--- src/hdl/clk_sel_pkg.sv ---
// package for the sample clock source selector: register map, field layout,
// reset values, source codes, rate tables and timing counts.
// assumes a 250 MHz system clock and an APB register bus with 32-bit data.
package clk_sel_pkg;

  // system clock and measurement gate
  localparam int unsigned CLK_HZ       = 250_000_000;
  localparam int unsigned GATE_TIME_MS = 1;          // frequency meter gate time
  localparam int unsigned GATE_CYCLES  = CLK_HZ / 1000 * GATE_TIME_MS;

  // accepted input rate window and derived limits in Hz, and madi channel counts
  localparam logic [17:0] RATE_MIN_HZ     = 18'd28000;
  localparam logic [17:0] RATE_MAX_HZ     = 18'd200000;
  localparam logic [17:0] SINGLE_MAX_HZ   = 18'd48000;   // above this madi halves its channels
  localparam logic [17:0] DEFAULT_RATE_HZ = 18'd48000;
  localparam logic [17:0] SYNC_TOL_HZ     = 18'd50;
  localparam logic [6:0]  MADI_CH_FULL    = 7'd64;
  localparam logic [6:0]  MADI_CH_HALF    = 7'd32;

  // phase step per Hz for a 48-bit accumulator: 2^48 / CLK_HZ, rounded
  localparam longint unsigned DDS_K_L = ((64'd1 << 48) + CLK_HZ / 2) / CLK_HZ;
  localparam logic [20:0] DDS_K = 21'(DDS_K_L);

  // register byte offsets
  localparam logic [7:0] OFS_CTRL   = 8'h00;
  localparam logic [7:0] OFS_SYNTH  = 8'h04;
  localparam logic [7:0] OFS_OFFSET = 8'h08;
  localparam logic [7:0] OFS_STATUS = 8'h0C;
  localparam logic [7:0] OFS_FREQ   = 8'h10;
  localparam logic [7:0] OFS_RATE   = 8'h14;
  localparam logic [7:0] OFS_IRQ_ST = 8'h18;
  localparam logic [7:0] OFS_IRQ_MK = 8'h1C;

  // field positions
  localparam int CTRL_AUTO = 0;   // 1: automatic selection, 0: internal master
  localparam int CTRL_PREF = 1;   // [2:1] preferred source index
  localparam int CTRL_WCR  = 4;   // [6:4] word clock ratio code
  localparam int SYN_EN    = 0;
  localparam int SYN_BASE  = 1;   // [2:1]
  localparam int SYN_MULT  = 3;   // [4:3]
  localparam int SYN_CACT  = 5;
  localparam int SYN_FACT  = 6;
  localparam int OFS_COARSE = 0;  // [15:0] signed Hz
  localparam int OFS_FINE   = 16; // [23:16] signed Hz
  localparam int IRQ_CHG   = 0;   // active source changed
  localparam int IRQ_FALL  = 1;   // fell back to internal clock
  localparam int IRQ_LOST  = 2;   // an input lost its signal

  // reset values
  localparam logic [6:0]  CTRL_RST   = 7'h00;
  localparam logic [6:0]  SYNTH_RST  = 7'h04;   // disabled, base 48 kHz, single speed
  localparam logic [23:0] OFFSET_RST = 24'h000000;
  localparam logic [2:0]  IRQ_MK_RST = 3'h0;

  // word clock ratio codes
  localparam logic [2:0] WCR_X1 = 3'h0;
  localparam logic [2:0] WCR_D2 = 3'h1;
  localparam logic [2:0] WCR_D4 = 3'h2;
  localparam logic [2:0] WCR_M2 = 3'h3;
  localparam logic [2:0] WCR_M4 = 3'h4;

  // lock and sync report codes
  localparam logic [1:0] LS_NONE = 2'h0;
  localparam logic [1:0] LS_LOCK = 2'h1;
  localparam logic [1:0] LS_SYNC = 2'h2;

  // clock sources, gray coded along word clock, madi, video, timecode, internal
  typedef enum logic [2:0] {
    SRC_WC    = 3'h0,
    SRC_MADI  = 3'h1,
    SRC_VIDEO = 3'h3,
    SRC_LTC   = 3'h2,
    SRC_INT   = 3'h6
  } src_t;

endpackage : clk_sel_pkg

--- src/hdl/freq_meter.sv ---
// frequency meter: counts one-cycle sample ticks over a fixed gate and
// reports the rate in Hz, refreshed at the end of every gate.
// assumes the tick input is synchronous to clk and one cycle wide.
`timescale 1ns/1ps
`default_nettype none
module freq_meter
  import clk_sel_pkg::*;
#(
  parameter int unsigned GATE = GATE_CYCLES
) (
  input  wire logic        clk,
  input  wire logic        rst_n,
  input  wire logic        tick,
  output logic [17:0]      freq_hz_q
);
  localparam int unsigned SCALE = CLK_HZ / GATE;   // ticks per gate to Hz

  logic [31:0] gate_q;
  logic [17:0] cnt_q;
  wire         gate_end = (gate_q == 32'(GATE - 1));
  wire  [31:0] scaled   = 32'(cnt_q) * 32'(SCALE);

  // a short gate in simulation keeps reporting Hz through the scale factor
  always_ff @(posedge clk or negedge rst_n) begin
    if (!rst_n) begin
      gate_q    <= 32'h0;
      cnt_q     <= 18'h0;
      freq_hz_q <= 18'h0;
    end else begin
      gate_q    <= gate_end ? 32'h0 : gate_q + 32'h1;
      cnt_q     <= gate_end ? 18'(tick) : cnt_q + 18'(tick);
      if (gate_end) freq_hz_q <= (scaled[31:18] != 14'h0) ? 18'h3FFFF : scaled[17:0];
    end
  end

endmodule : freq_meter
`default_nettype wire

--- src/hdl/clk_source_select.sv ---
// sample clock source selector with rate synthesizer and lock reporting.
// assumes source ticks and lock levels are synchronous to clk, APB master.
//
// Contract
// - automatic mode takes the first input with a valid signal as reference
// - preferred input used while valid, else other inputs scanned in turn
// - no valid input at all falls back to internal master clock
// - inputs between 28 kHz and 200 kHz are accepted and locked
// - output follows word clock at equal, half, quarter, double, quad rate
// - each input reports no signal, locked, or locked and synchronous
// - current sync source and its measured frequency are reported
// - synthesized rate applies only in internal master mode, this card only; the code also applies it when automatic mode falls back to internal
// - synthesizer enable activates all synthesized settings, off means no effect
// - synthesized rate is base times multiplier plus active offset
// - multiplier gives single, double or quad speed
// - coarse and fine offsets, each activated separately, step 1 Hz
// - madi above single speed carries only channels 1 to 32
// - clock mode picks internal master or automatic preferred selection
// - video and timecode sources join only with timecode option fitted
//
// Decided for this implementation: the register offsets and the APB interface to the registers.
`timescale 1ns/1ps
`default_nettype none
module clk_source_select
  import clk_sel_pkg::*;
#(
  parameter int unsigned GATE = GATE_CYCLES
) (
  input  wire logic        clk,
  input  wire logic        rst_n,
  input  wire logic        psel,
  input  wire logic        penable,
  input  wire logic        pwrite,
  input  wire logic [7:0]  paddr,
  input  wire logic [31:0] pwdata,
  output logic [31:0]      prdata,
  output logic             pready,
  output logic             pslverr,
  input  wire logic [3:0]  src_tick,
  input  wire logic [3:0]  src_lock,
  input  wire logic        timecode_option_fitted,
  output logic             sample_tick,
  output logic             madi_half_channels,
  output logic             irq
);

  ////////////////////////////////////////////////////////////////////////////
  // helpers

  function automatic logic in_range(input logic [17:0] f);
    return (f >= RATE_MIN_HZ) && (f <= RATE_MAX_HZ);
  endfunction : in_range

  function automatic src_t idx2src(input logic [1:0] i);
    unique case (i)
      2'd0: return SRC_WC;
      2'd1: return SRC_MADI;
      2'd2: return SRC_VIDEO;
      2'd3: return SRC_LTC;
    endcase
  endfunction : idx2src

  ////////////////////////////////////////////////////////////////////////////
  // registers

  logic [6:0]  ctrl_q;
  logic [6:0]  synth_q;
  logic [23:0] offset_q;
  logic [2:0]  irq_st_q, irq_mk_q;
  src_t        sel_q;
  logic [17:0] synth_rate_q, active_freq_q;
  logic [38:0] incr_q;
  logic [47:0] acc_q;
  logic        synth_tick_q, sample_tick_q, madi_half_q;
  logic [3:0]  avail_q;
  logic [1:0]  div_q, sub_left_q;
  logic [23:0] per_cnt_q, per_q, sub_cnt_q;
  logic [31:0] prdata_q;
  logic [17:0] freq [4];

  // one meter per input
  for (genvar g = 0; g < 4; g++) begin : g_meter
    freq_meter #(.GATE(GATE)) u_meter (
      .clk       (clk),
      .rst_n     (rst_n),
      .tick      (src_tick[g]),
      .freq_hz_q (freq[g])
    );
  end

  ////////////////////////////////////////////////////////////////////////////
  // availability and selection

  wire       auto_mode = ctrl_q[CTRL_AUTO];
  wire [1:0] pref      = ctrl_q[CTRL_PREF +: 2];
  wire [2:0] wc_ratio  = ctrl_q[CTRL_WCR +: 3];
  wire       opt_ok    = timecode_option_fitted;
  // an input counts only when locked and inside the accepted window
  wire [3:0] avail = {src_lock[3] & in_range(freq[3]) & opt_ok,
                      src_lock[2] & in_range(freq[2]) & opt_ok,
                      src_lock[1] & in_range(freq[1]),
                      src_lock[0] & in_range(freq[0])};

  src_t pick;
  // preferred first, then fixed priority 0..3 skipping it, else internal
  always_comb begin
    pick = SRC_INT;
    if (auto_mode) begin
      if (avail[pref]) begin
        pick = idx2src(pref);
      end else begin
        for (int i = 3; i >= 0; i--) begin
          if (avail[i] && (2'(i) != pref)) pick = idx2src(2'(i));
        end
      end
    end
  end

  // switch only between ticks so no pulse is cut or doubled
  wire switch_ok = ~|src_tick & ~synth_tick_q;

  ////////////////////////////////////////////////////////////////////////////
  // rate synthesizer

  wire        syn_en = synth_q[SYN_EN];
  wire [1:0]  base_c = synth_q[SYN_BASE +: 2];
  wire [1:0]  mult_c = synth_q[SYN_MULT +: 2];
  wire [17:0] base_hz = (base_c == 2'd0) ? 18'd32000 : (base_c == 2'd1) ? 18'd44100
                                                                     : 18'd48000;
  wire [17:0] speed_hz = (mult_c == 2'd1) ? {base_hz[16:0], 1'b0}
                       : (mult_c == 2'd2) ? {base_hz[15:0], 2'b0} : base_hz;
  wire signed [18:0] coarse = synth_q[SYN_CACT] ? 19'(signed'(offset_q[OFS_COARSE +: 16]))
                                                : 19'sd0;
  wire signed [18:0] fine   = synth_q[SYN_FACT] ? 19'(signed'(offset_q[OFS_FINE +: 8]))
                                                : 19'sd0;
  wire signed [20:0] raw    = 21'(signed'({1'b0, speed_hz})) + 21'(coarse) + 21'(fine);
  wire [17:0] clamped = (raw < 21'(signed'({1'b0, RATE_MIN_HZ}))) ? RATE_MIN_HZ
                      : (raw > 21'(signed'({1'b0, RATE_MAX_HZ}))) ? RATE_MAX_HZ : raw[17:0];
  wire [17:0] rate_d  = syn_en ? clamped : DEFAULT_RATE_HZ;
  wire [48:0] acc_sum = {1'b0, acc_q} + {10'h0, incr_q};

  // phase accumulator; its carry is the internal sample tick
  always_ff @(posedge clk or negedge rst_n) begin
    if (!rst_n) begin
      synth_rate_q <= DEFAULT_RATE_HZ;
      incr_q       <= 39'h0;
      acc_q        <= 48'h0;
      synth_tick_q <= 1'b0;
    end else begin
      synth_rate_q <= rate_d;
      incr_q       <= 39'(synth_rate_q) * 39'(DDS_K);
      acc_q        <= acc_sum[47:0];
      synth_tick_q <= acc_sum[48];
    end
  end

  ////////////////////////////////////////////////////////////////////////////
  // word clock ratio: divide by counting, multiply by splitting the period

  wire        wc     = src_tick[0];
  wire        mul    = (wc_ratio == WCR_M2) || (wc_ratio == WCR_M4);
  wire [23:0] sub_ld = (wc_ratio == WCR_M4) ? (per_q >> 2) : (per_q >> 1);
  wire        sub_hit = (sub_left_q != 2'd0) && (sub_cnt_q == 24'h1);
  wire        wc_out  = (wc_ratio == WCR_D2) ? (wc & ~div_q[0])
                      : (wc_ratio == WCR_D4) ? (wc & (div_q == 2'd0))
                      : mul ? (wc | sub_hit) : wc;

  // period of the last word clock cycle feeds the in-between ticks
  always_ff @(posedge clk or negedge rst_n) begin
    if (!rst_n) begin
      div_q <= 2'h0;
      per_cnt_q <= 24'h0;
      per_q <= 24'h0;
      sub_cnt_q <= 24'h0;
      sub_left_q <= 2'h0;
    end else begin
      div_q <= div_q + 2'(wc);
      per_cnt_q <= wc ? 24'h1 : per_cnt_q + 24'h1;
      if (wc) per_q <= per_cnt_q;
      if (wc && mul) begin
        sub_cnt_q <= sub_ld;
        sub_left_q <= (wc_ratio == WCR_M4) ? 2'd3 : 2'd1;
      end else if (sub_hit) begin
        sub_cnt_q <= sub_ld;
        sub_left_q <= sub_left_q - 2'd1;
      end else if (sub_cnt_q != 24'h0) begin
        sub_cnt_q <= sub_cnt_q - 24'h1;
      end
    end
  end

  ////////////////////////////////////////////////////////////////////////////
  // output tick, reported rate and madi width

  logic tick_mux;
  logic [17:0] cur_rate;
  // synthesized rate reaches the output only with the internal source
  always_comb begin
    unique case (sel_q)
      SRC_INT:   tick_mux = synth_tick_q;
      SRC_WC:    tick_mux = wc_out;
      SRC_MADI:  tick_mux = src_tick[1];
      SRC_VIDEO: tick_mux = src_tick[2];
      SRC_LTC:   tick_mux = src_tick[3];
      default:   tick_mux = synth_tick_q;
    endcase
  end

  wire [17:0] wc_rate = (wc_ratio == WCR_D2) ? (freq[0] >> 1)
                      : (wc_ratio == WCR_D4) ? (freq[0] >> 2)
                      : (wc_ratio == WCR_M2) ? {freq[0][16:0], 1'b0}
                      : (wc_ratio == WCR_M4) ? {freq[0][15:0], 2'b0} : freq[0];
  always_comb begin
    unique case (sel_q)
      SRC_WC:    cur_rate = wc_rate;
      SRC_MADI:  cur_rate = freq[1];
      SRC_VIDEO: cur_rate = freq[2];
      SRC_LTC:   cur_rate = freq[3];
      default:   cur_rate = synth_rate_q;
    endcase
  end

  // lock state per input: synchronous when it matches the running rate
  logic [7:0] lock_state;
  always_comb begin
    for (int i = 0; i < 4; i++) begin
      if (!avail_q[i])
        lock_state[2*i +: 2] = LS_NONE;
      else if (((freq[i] > active_freq_q) ? freq[i] - active_freq_q
                                          : active_freq_q - freq[i]) <= SYNC_TOL_HZ)
        lock_state[2*i +: 2] = LS_SYNC;
      else
        lock_state[2*i +: 2] = LS_LOCK;
    end
  end

  wire [2:0] ev = {|(avail_q & ~avail),
                   switch_ok && (pick != sel_q) && (pick == SRC_INT) && auto_mode,
                   switch_ok && (pick != sel_q)};

  always_ff @(posedge clk or negedge rst_n) begin
    if (!rst_n) begin
      sel_q <= SRC_INT;
      avail_q <= 4'h0;
      sample_tick_q <= 1'b0;
      active_freq_q <= 18'h0;
      madi_half_q <= 1'b0;
    end else begin
      if (switch_ok) sel_q <= pick;
      avail_q <= avail;
      sample_tick_q <= tick_mux;
      active_freq_q <= cur_rate;
      madi_half_q <= (cur_rate > SINGLE_MAX_HZ);
    end
  end

  assign sample_tick = sample_tick_q;
  assign madi_half_channels = madi_half_q;

  ////////////////////////////////////////////////////////////////////////////
  // apb slave: zero wait states, read data captured in the setup cycle

  wire setup  = psel & ~penable;
  wire access = psel & penable;
  wire hit    = (paddr[1:0] == 2'b00) && (paddr <= OFS_IRQ_MK);
  wire wr     = access & pwrite & hit;
  wire [31:0] rd_mux =
      (paddr == OFS_CTRL)   ? {25'h0, ctrl_q}
    : (paddr == OFS_SYNTH)  ? {25'h0, synth_q}
    : (paddr == OFS_OFFSET) ? {8'h0, offset_q}
    : (paddr == OFS_STATUS) ? {13'h0, (madi_half_q ? MADI_CH_HALF : MADI_CH_FULL),
                               lock_state, 1'b0, 3'(sel_q)}
    : (paddr == OFS_FREQ)   ? {14'h0, active_freq_q}
    : (paddr == OFS_RATE)   ? {14'h0, synth_rate_q}
    : (paddr == OFS_IRQ_ST) ? {29'h0, irq_st_q}
    : (paddr == OFS_IRQ_MK) ? {29'h0, irq_mk_q} : 32'h0;

  always_ff @(posedge clk or negedge rst_n) begin
    if (!rst_n) begin
      ctrl_q <= CTRL_RST;
      synth_q <= SYNTH_RST;
      offset_q <= OFFSET_RST;
      irq_mk_q <= IRQ_MK_RST;
      irq_st_q <= 3'h0;
      prdata_q <= 32'h0;
    end else begin
      if (setup) prdata_q <= rd_mux;
      if (wr && paddr == OFS_CTRL) ctrl_q <= pwdata[6:0];
      if (wr && paddr == OFS_SYNTH) synth_q <= pwdata[6:0];
      if (wr && paddr == OFS_OFFSET) offset_q <= pwdata[23:0];
      if (wr && paddr == OFS_IRQ_MK) irq_mk_q <= pwdata[2:0];
      // a new event wins over a write-one clear in the same cycle
      irq_st_q <= (irq_st_q & ~((wr && paddr == OFS_IRQ_ST) ? pwdata[2:0] : 3'h0)) | ev;
    end
  end

  assign prdata  = prdata_q;
  assign pready  = 1'b1;
  assign pslverr = access & ~hit;
  assign irq     = |(irq_st_q & irq_mk_q);

  ////////////////////////////////////////////////////////////////////////////
  // checks

  a_master_internal: assert property (@(posedge clk) disable iff (!rst_n)
    !auto_mode [*2] |-> ##[0:8] (sel_q == SRC_INT))
    else $error("master mode did not select internal clock");
  a_fallback_int: assert property (@(posedge clk) disable iff (!rst_n)
    (avail == 4'h0) [*8] |-> (sel_q == SRC_INT) || !switch_ok)
    else $error("no valid input but external source still selected");
  a_pref_wins: assert property (@(posedge clk) disable iff (!rst_n)
    (auto_mode && avail[pref] && switch_ok) |=> (sel_q == idx2src($past(pref))))
    else $error("preferred valid input not taken");
  a_avail_range: assert property (@(posedge clk) disable iff (!rst_n)
    avail[1] |-> (freq[1] >= RATE_MIN_HZ && freq[1] <= RATE_MAX_HZ))
    else $error("madi accepted outside rate window");
  a_option_gate: assert property (@(posedge clk) disable iff (!rst_n)
    !timecode_option_fitted |=> (sel_q != SRC_VIDEO) && (sel_q != SRC_LTC) || !$past(switch_ok))
    else $error("optional source used without option");
  a_synth_off: assert property (@(posedge clk) disable iff (!rst_n)
    !syn_en [*2] |-> (synth_rate_q == DEFAULT_RATE_HZ))
    else $error("synth settings active while disabled");
  a_switch_quiet: assert property (@(posedge clk) disable iff (!rst_n)
    (sel_q != $past(sel_q)) |-> $past(switch_ok))
    else $error("source switched on a tick");
  a_madi_half: assert property (@(posedge clk) disable iff (!rst_n)
    (cur_rate > SINGLE_MAX_HZ) |=> madi_half_q)
    else $error("madi not halved above single speed");
  a_report_freq: assert property (@(posedge clk) disable iff (!rst_n)
    (sel_q == SRC_MADI) [*2] |-> (active_freq_q == $past(freq[1])))
    else $error("reported frequency does not follow source");

  c_fallback: cover property (@(posedge clk) disable iff (!rst_n) ev[IRQ_FALL]);
  c_wc_double: cover property (@(posedge clk) disable iff (!rst_n)
    (sel_q == SRC_WC) && (wc_ratio == WCR_M2) && sub_hit);
  c_synth_on: cover property (@(posedge clk) disable iff (!rst_n)
    (sel_q == SRC_INT) && syn_en && synth_tick_q);

endmodule : clk_source_select
`default_nettype wire

--- config.mk ---
export PLATFORM = sky130hd
export DESIGN_NAME = clk_source_select
export DESIGN_NICKNAME = d
export VERILOG_FILES = /design/src/hdl/clk_sel_pkg.sv /design/src/hdl/freq_meter.sv /design/src/hdl/clk_source_select.sv
export SDC_FILE = /design/constraint.sdc
export NUM_CORES = 2
export LEC_CHECK = 0
export BUFFER_PORTS_ARGS = -buffer_cell sky130_fd_sc_hd__buf_2
export CAP_MARGIN = 20
export CELL_PAD_IN_SITES_DETAIL_PLACEMENT = 0
export CELL_PAD_IN_SITES_GLOBAL_PLACEMENT = 1
export CORE_UTILIZATION = 30
export CTS_BUF_LIST = sky130_fd_sc_hd__clkbuf_2 sky130_fd_sc_hd__clkbuf_4 sky130_fd_sc_hd__clkbuf_8
export DETAILED_ROUTE_END_ITERATION = 12
export MAX_ROUTING_LAYER = met4
export PLACE_DENSITY_LB_ADDON = 0.1
export SKIP_CTS_REPAIR_TIMING = 1
export SLEW_MARGIN = 25
export SYNTH_ARGS = -nofsm -noshare
export SYNTH_HDL_FRONTEND = slang
export SYNTH_SLANG_ARGS = --single-unit
--- constraint.sdc ---
create_clock -name clk -period 16.5 [get_ports clk]
set_input_delay 1.65 -clock clk [delete_from_list [all_inputs] [get_ports clk]]
set_output_delay 1.65 -clock clk [all_outputs]
set_load 0.02 [all_outputs]
# Word-level counts from Yosys, hierarchy flattened
# Index checks and enable logic that the tools add are counted.
# word_totals
reg_bits,555
inputBits,54
output_inout_bits,37
wordCells,244
# classes
n_addsub,23
multipliers,5
magnitude_cmp,21
n_eq_ne,30
muxes,69
n_bitwise,25
reduce_logical,39
# op_table
operator,count
two-way mux 18 bit,23
two-way mux 24 bit,7
subtractor 18 bit,8
"adder 32 x 1 -> 32 bit, second input constant",4
"equality test 32 x 18 -> 1 bit, second input constant",4
two-way mux 32 bit,4
"multiplier 18 x 7 -> 25 bit, second input constant",4
adder 18 x 1 -> 18 bit,4
"greater-or-equal comparator 18 x 15 -> 1 bit, second input constant",4
greater-than comparator 18 bit,4
"less-or-equal comparator 18 bit, second input constant",4
"less-or-equal comparator 18 x 6 -> 1 bit, second input constant",4
one-hot mux 18 bit (4 select lines),1
two-way mux 19 bit,3
nonzero test 14 bit,4
adder 48 x 39 -> 49 bit,1
"multiplier 18 x 19 -> 37 bit, second input constant",1
"equality test 8 x 5 -> 1 bit, second input constant",4
two-way mux 3 bit,9
"adder 24 x 1 -> 24 bit, second input constant",1
"equality test 24 x 1 -> 1 bit, second input constant",1
nonzero test 24 bit,1
"subtractor 24 x 1 -> 24 bit, second input constant",1
two-way mux 23 bit,1
45 further kinds,110

# Depth between registers and ports, before layout
# depth
word_depth,16
mapped_depth,24
mapped_depth_nobuf,24

# Modules after synthesis
# Synthesis repeated with hierarchy kept, for this count alone.
# unflattened
hier_cells,5708
area_unflattened_um2,52854.4
# modules_own_cells
module,n_inst,cells_per_inst,area_each_um2,seq_area_each_um2
clk_source_select,1,3220,28536.1,6819.0
freq_meter (g_meter[0].u_meter ...),2,612,6018.3,1651.6
freq_meter (g_meter[3].u_meter),1,646,6174.7,1651.6
freq_meter (g_meter[2].u_meter),1,618,6107.1,1651.6

# Worst setup path before layout
# Ideal clock, no wire load.
# synth_timing
path_kind,register to register
start,register synth_rate_q[9]
end,register incr_q[37]
setup_time_ps,123
t_arrival_ps,5329
required_ps,16377
setup_slack_ps,11048
path_stages_with_launch,22
n_path_buf,0
synth_period_minus_slack_ps,5452
cell_sequence,dfstp_2 inv_1 fa_1 inv_1 ha_1 fa_1 fa_1 inv_1 fa_1 inv_1 fa_1 ha_1 a21o_1 a21oi_1 o21bai_1 nor3_1 a21oi_1 a41o_1 o41a_1 nand4_1 nand3_1 xor2_1
# synth_between
elab_chain_cells,1
# synth_rtl
element,line_no,text
from (decl),clk_source_select.sv:71,"logic [17:0] synth_rate_q, active_freq_q;"
from (signal assigned),clk_source_select.sv:150,synth_rate_q <= rate_d;
multiplier 18 x 19 -> 37 bit,clk_source_select.sv:151,incr_q <= 39'(synth_rate_q) * 39'(DDS_K);
to (signal assigned),clk_source_select.sv:151,
to (decl),clk_source_select.sv:72,logic [38:0] incr_q;
# Every way passes these cells.
# A chain may end at the register's enable or synchronous reset.

# Worst setup path after layout
# layout_timing
start,register synth_rate_q[10]
end,register incr_q[38]
# The elaborated chain is that of the path after synthesis.

==> results.py <==
metrics = {
    "run_status": {
        "status": "finished clean",
    },
    "clock_tree": {
        "cts_root_buf": "clkbuf_8",
        "htree_levels": 3,
        "cts_sinks": 536,
        "cts_inserted_buffers": 111,
        "cts_max_path_buffers": 3,
        "clk_pin_slew_worst_paths_ns": 0.06,
        "worstSkewPairLatency_ns": 0.88,
        "cts_tree": "done",
    },
    "synth": {
        "ys_seq_area_frac": 0.262,
        "yosys.cell_types.count": 99,
        "yosys_warnings": 0,
        "synthTopCellsByCount": "inv_1, ha_1, dfrtp_1",
        "syn_inst": 5427,
        "synth_edf_count": 0,
        "synth.area.top_cells": "dfrtp_1, ha_1, fa_1, xnor2_1, inv_1",
        "synth_flop_cell": "dfrtp_1",
        "yosysTopAreaCell": "dfrtp_1",
        "ys_ff_latch": 536,
        "netlist_area_sq_um": 51200,
        "ys_async_sr_fraction": 1.00,
        "synth.most_common_cell": "inv_1",
        "synth_top_area_frac": 0.257,
        "avgSynthCellArea_sq_um": 9.43,
    },
    "route": {
        "wire_per_inst_um": 19.5,
        "drt_iter0_drc": 2193,
        "num_vias": 38600,
        "routed_wirelength_um": 152000,
        "vias_per_cell": 4.95,
        "drc": 0,
        "first_pass_iters": 5,
        "drt.antenna.violating_nets": 0,
    },
    "die": {
        "die_w_um": 415,
        "ios": 91,
        "dieHeight_um": 415,
        "initial_core_util": 0.302,
        "row_count": 151,
        "die-area_sq_um": 172000,
        "core_area_sq_um": 169000,
    },
    "timing": {
        "maxSlewViolCount": 0,
        "hold_viol_final": 0,
        "slew_headroom": 0.327,
        "tightest_slew_ns": 1.00,
        "clock-skew-final_ns": 0.0526,
        "setup_violations": 0,
        "finalCritPeriodShare": 0.388,
        "max_freq_ghz": 0.156,
        "layout_min_cycle_time_ns": 6.41,
        "tns_ns": 0,
        "whs_ns": 0.452,
        "rsz0062_at_grt": "no",
    },
    "place": {
        "hpwl_um": 119000,
        "port_buffers": 73,
        "placed_cells": 7597,
        "dpl-instance-area_sq_um": 53900,
        "place.gp.congestion": 0.861,
    },
    "layout": {
        "finalInstanceArea_sq_um": 56700,
        "drive_gt1_frac": 0.0886,
        "finalNonFillerCells": 7804,
        "nets": 6506,
        "syn2layout_area_growth_pct": 10.8,
        "utilization": 0.335,
    },
    "worst_setup_path": {
        "critPathSlowestCell": "dfrtp_1",
        "path_cells": "inv_1 > fa_1 > inv_1 > ha_1 > inv_1 > fa_1 > inv_1 > fa_1 > fa_1 > ha_1 > ha_1 > nand3_1 > a21o_1 > a21oi_1 > o211ai_1 > a31oi_1 > o211a_1 > o21a_1 > o21ai_0 > a21oi_1 > a31oi_1 > xnor2_1",
        "arrival_ns": 7.16,
        "max_stage_delay_ns": 0.81,
        "worst-endpoint-required_ns": 17.26,
        "critPathKind": "reg -> reg",
        "cp_max_fo": 9,
        "start_kind": "flop",
        "end_kind": "flop",
    },
    "job": {
        "cap_violations": 0,
    },
    "global_route": {
        "track_usage": 0.184,
        "grt_util_met3": 0.0205,
        "grt_busiest_layer": "met2",
        "grt_max_degree": 144,
        "grt_pass1_wl_um": 241000,
        "antenna_found_initial": 25,
        "use_met2": 0.295,
        "grt.overflow.total": 0,
        "met1_usage": 0.244,
        "grt_pass1_vias": 40100,
    },
    "power_and_ir_drop": {
        "vdd_ir_drop_max_mv": 0.392,
        "p_leak_nw": 26.9,
        "power_density_nw_per_um2": 250,
    },
    "hold_path": {
        "hold_class": "reg -> reg",
    },
}
## flip-flops by register name, summed over array words and instances (netlist names), 2 cells and up
register,flops
sub_left_q,2
g_meter.u_meter.cnt_q,72
synth_q,7
sub_cnt_q,24
irq_mk_q,3
per_q,23
active_freq_q,18
irq_st_q,3
avail_q,4
prdata,24
div_q,2
synth_rate_q,18
acc_q,46
offset_q,24
per_cnt_q,24
g_meter.u_meter.gate_q,128
g_meter.u_meter.freq_hz_q,64
incr_q,37
sel_q,3
ctrl_q,7
## critical path, delay by kind of cell, from the launching register on
family          cells  cell delay, ns
buf+inv             4            0.49
fa+ha+maj           7            3.06
compound gates      9            1.64
flops               1            0.81
xor+xnor            1            0.14
simple gates        1            0.14
## layout make-up
| class | instances | area, sq um |
|---|---|---|
| clock inverters | 43 | 657 |
| flip-flops and latches | 536 | 13400 |
| inverters | 642 | 2410 |
| multi-input cells | 4094 | 34700 |
| repair buffers | 107 | 641 |
| well taps | 2218 | 2780 |
| clock buffers | 163 | 2070 |
| fillers | 17600 | 113000 |
| diodes | 1 | 2.50 |
## worst paths after layout
check,start,end,slack [ns],cells after the start
min reg2reg,g_meter[0].u_meter.gate_q[0],g_meter[0].u_meter.gate_q[0],0.45,1
max in group asynchronous,rst_n,g_meter[1].u_meter.freq_hz_q[12],13.03,4
min,g_meter[0].u_meter.gate_q[0],g_meter[0].u_meter.gate_q[0],0.45,1
max,synth_rate_q[10],incr_q[38],10.09,22
max reg2reg,synth_rate_q[10],incr_q[38],10.09,22
min in group asynchronous,rst_n,acc_q[13],0.70,1
## stage by stage
step                      setup slack [ns]  total power, mW
after floorplan                      11.05             10.4
after global routing                  9.77             16.1
final                                10.09             14.2
after global placement               10.05             12.7
after detailed placement             10.09             12.6
after CTS                            10.08             14.5
## logic make-up (layout without fill, tap and decap cells)
kind of cell,Yosys count,in the layout,share of synthesized area
adders and majority gates,960,960,0.287
and+or+nand+nor,1380,1380,0.129
buffers and inverters,804,955,0.0610
AOI/OAI and AO/OA,1160,1160,0.150
xor gates and xnor gates,413,413,0.0707
other,2,10,0.000147
muxes,172,172,0.0395
DFF,536,536,0.262
## where the power goes
group / total [mW] / internal (mW) / switching, mW
combinational: 10.9 / 4.91 / 5.99
clock: 1.73 / 1.04 / 0.697
sequential: 1.55 / 1.43 / 0.121
## layer usage
metal / share of wire / up-vias
met5: 0 / -
met1: 0.47 / 19000
li1: - / 18900
met2: 0.47 / 599
met3: 0.033 / 219
met4: 0.027 / 0
## placed cells by master, fill, tap and decap left out, types with 55 or more instances in the layout
cell type and count:
a21o_1 112, a21oi_1 302, and3_1 68, buf_2 73
clkbuf_8 136, dfrtp_1 526, fa_1 354, ha_1 606
inv_1 642, mux2_2 87, mux2i_1 70, nand2_1 334
nand3_1 141, nand4_1 69, nor2_1 414, nor2b_1 55
nor3_1 69, o21ai_0 235, o22a_1 64, xnor2_1 289
xor2_1 124
(Power assumes the default switching activity.)
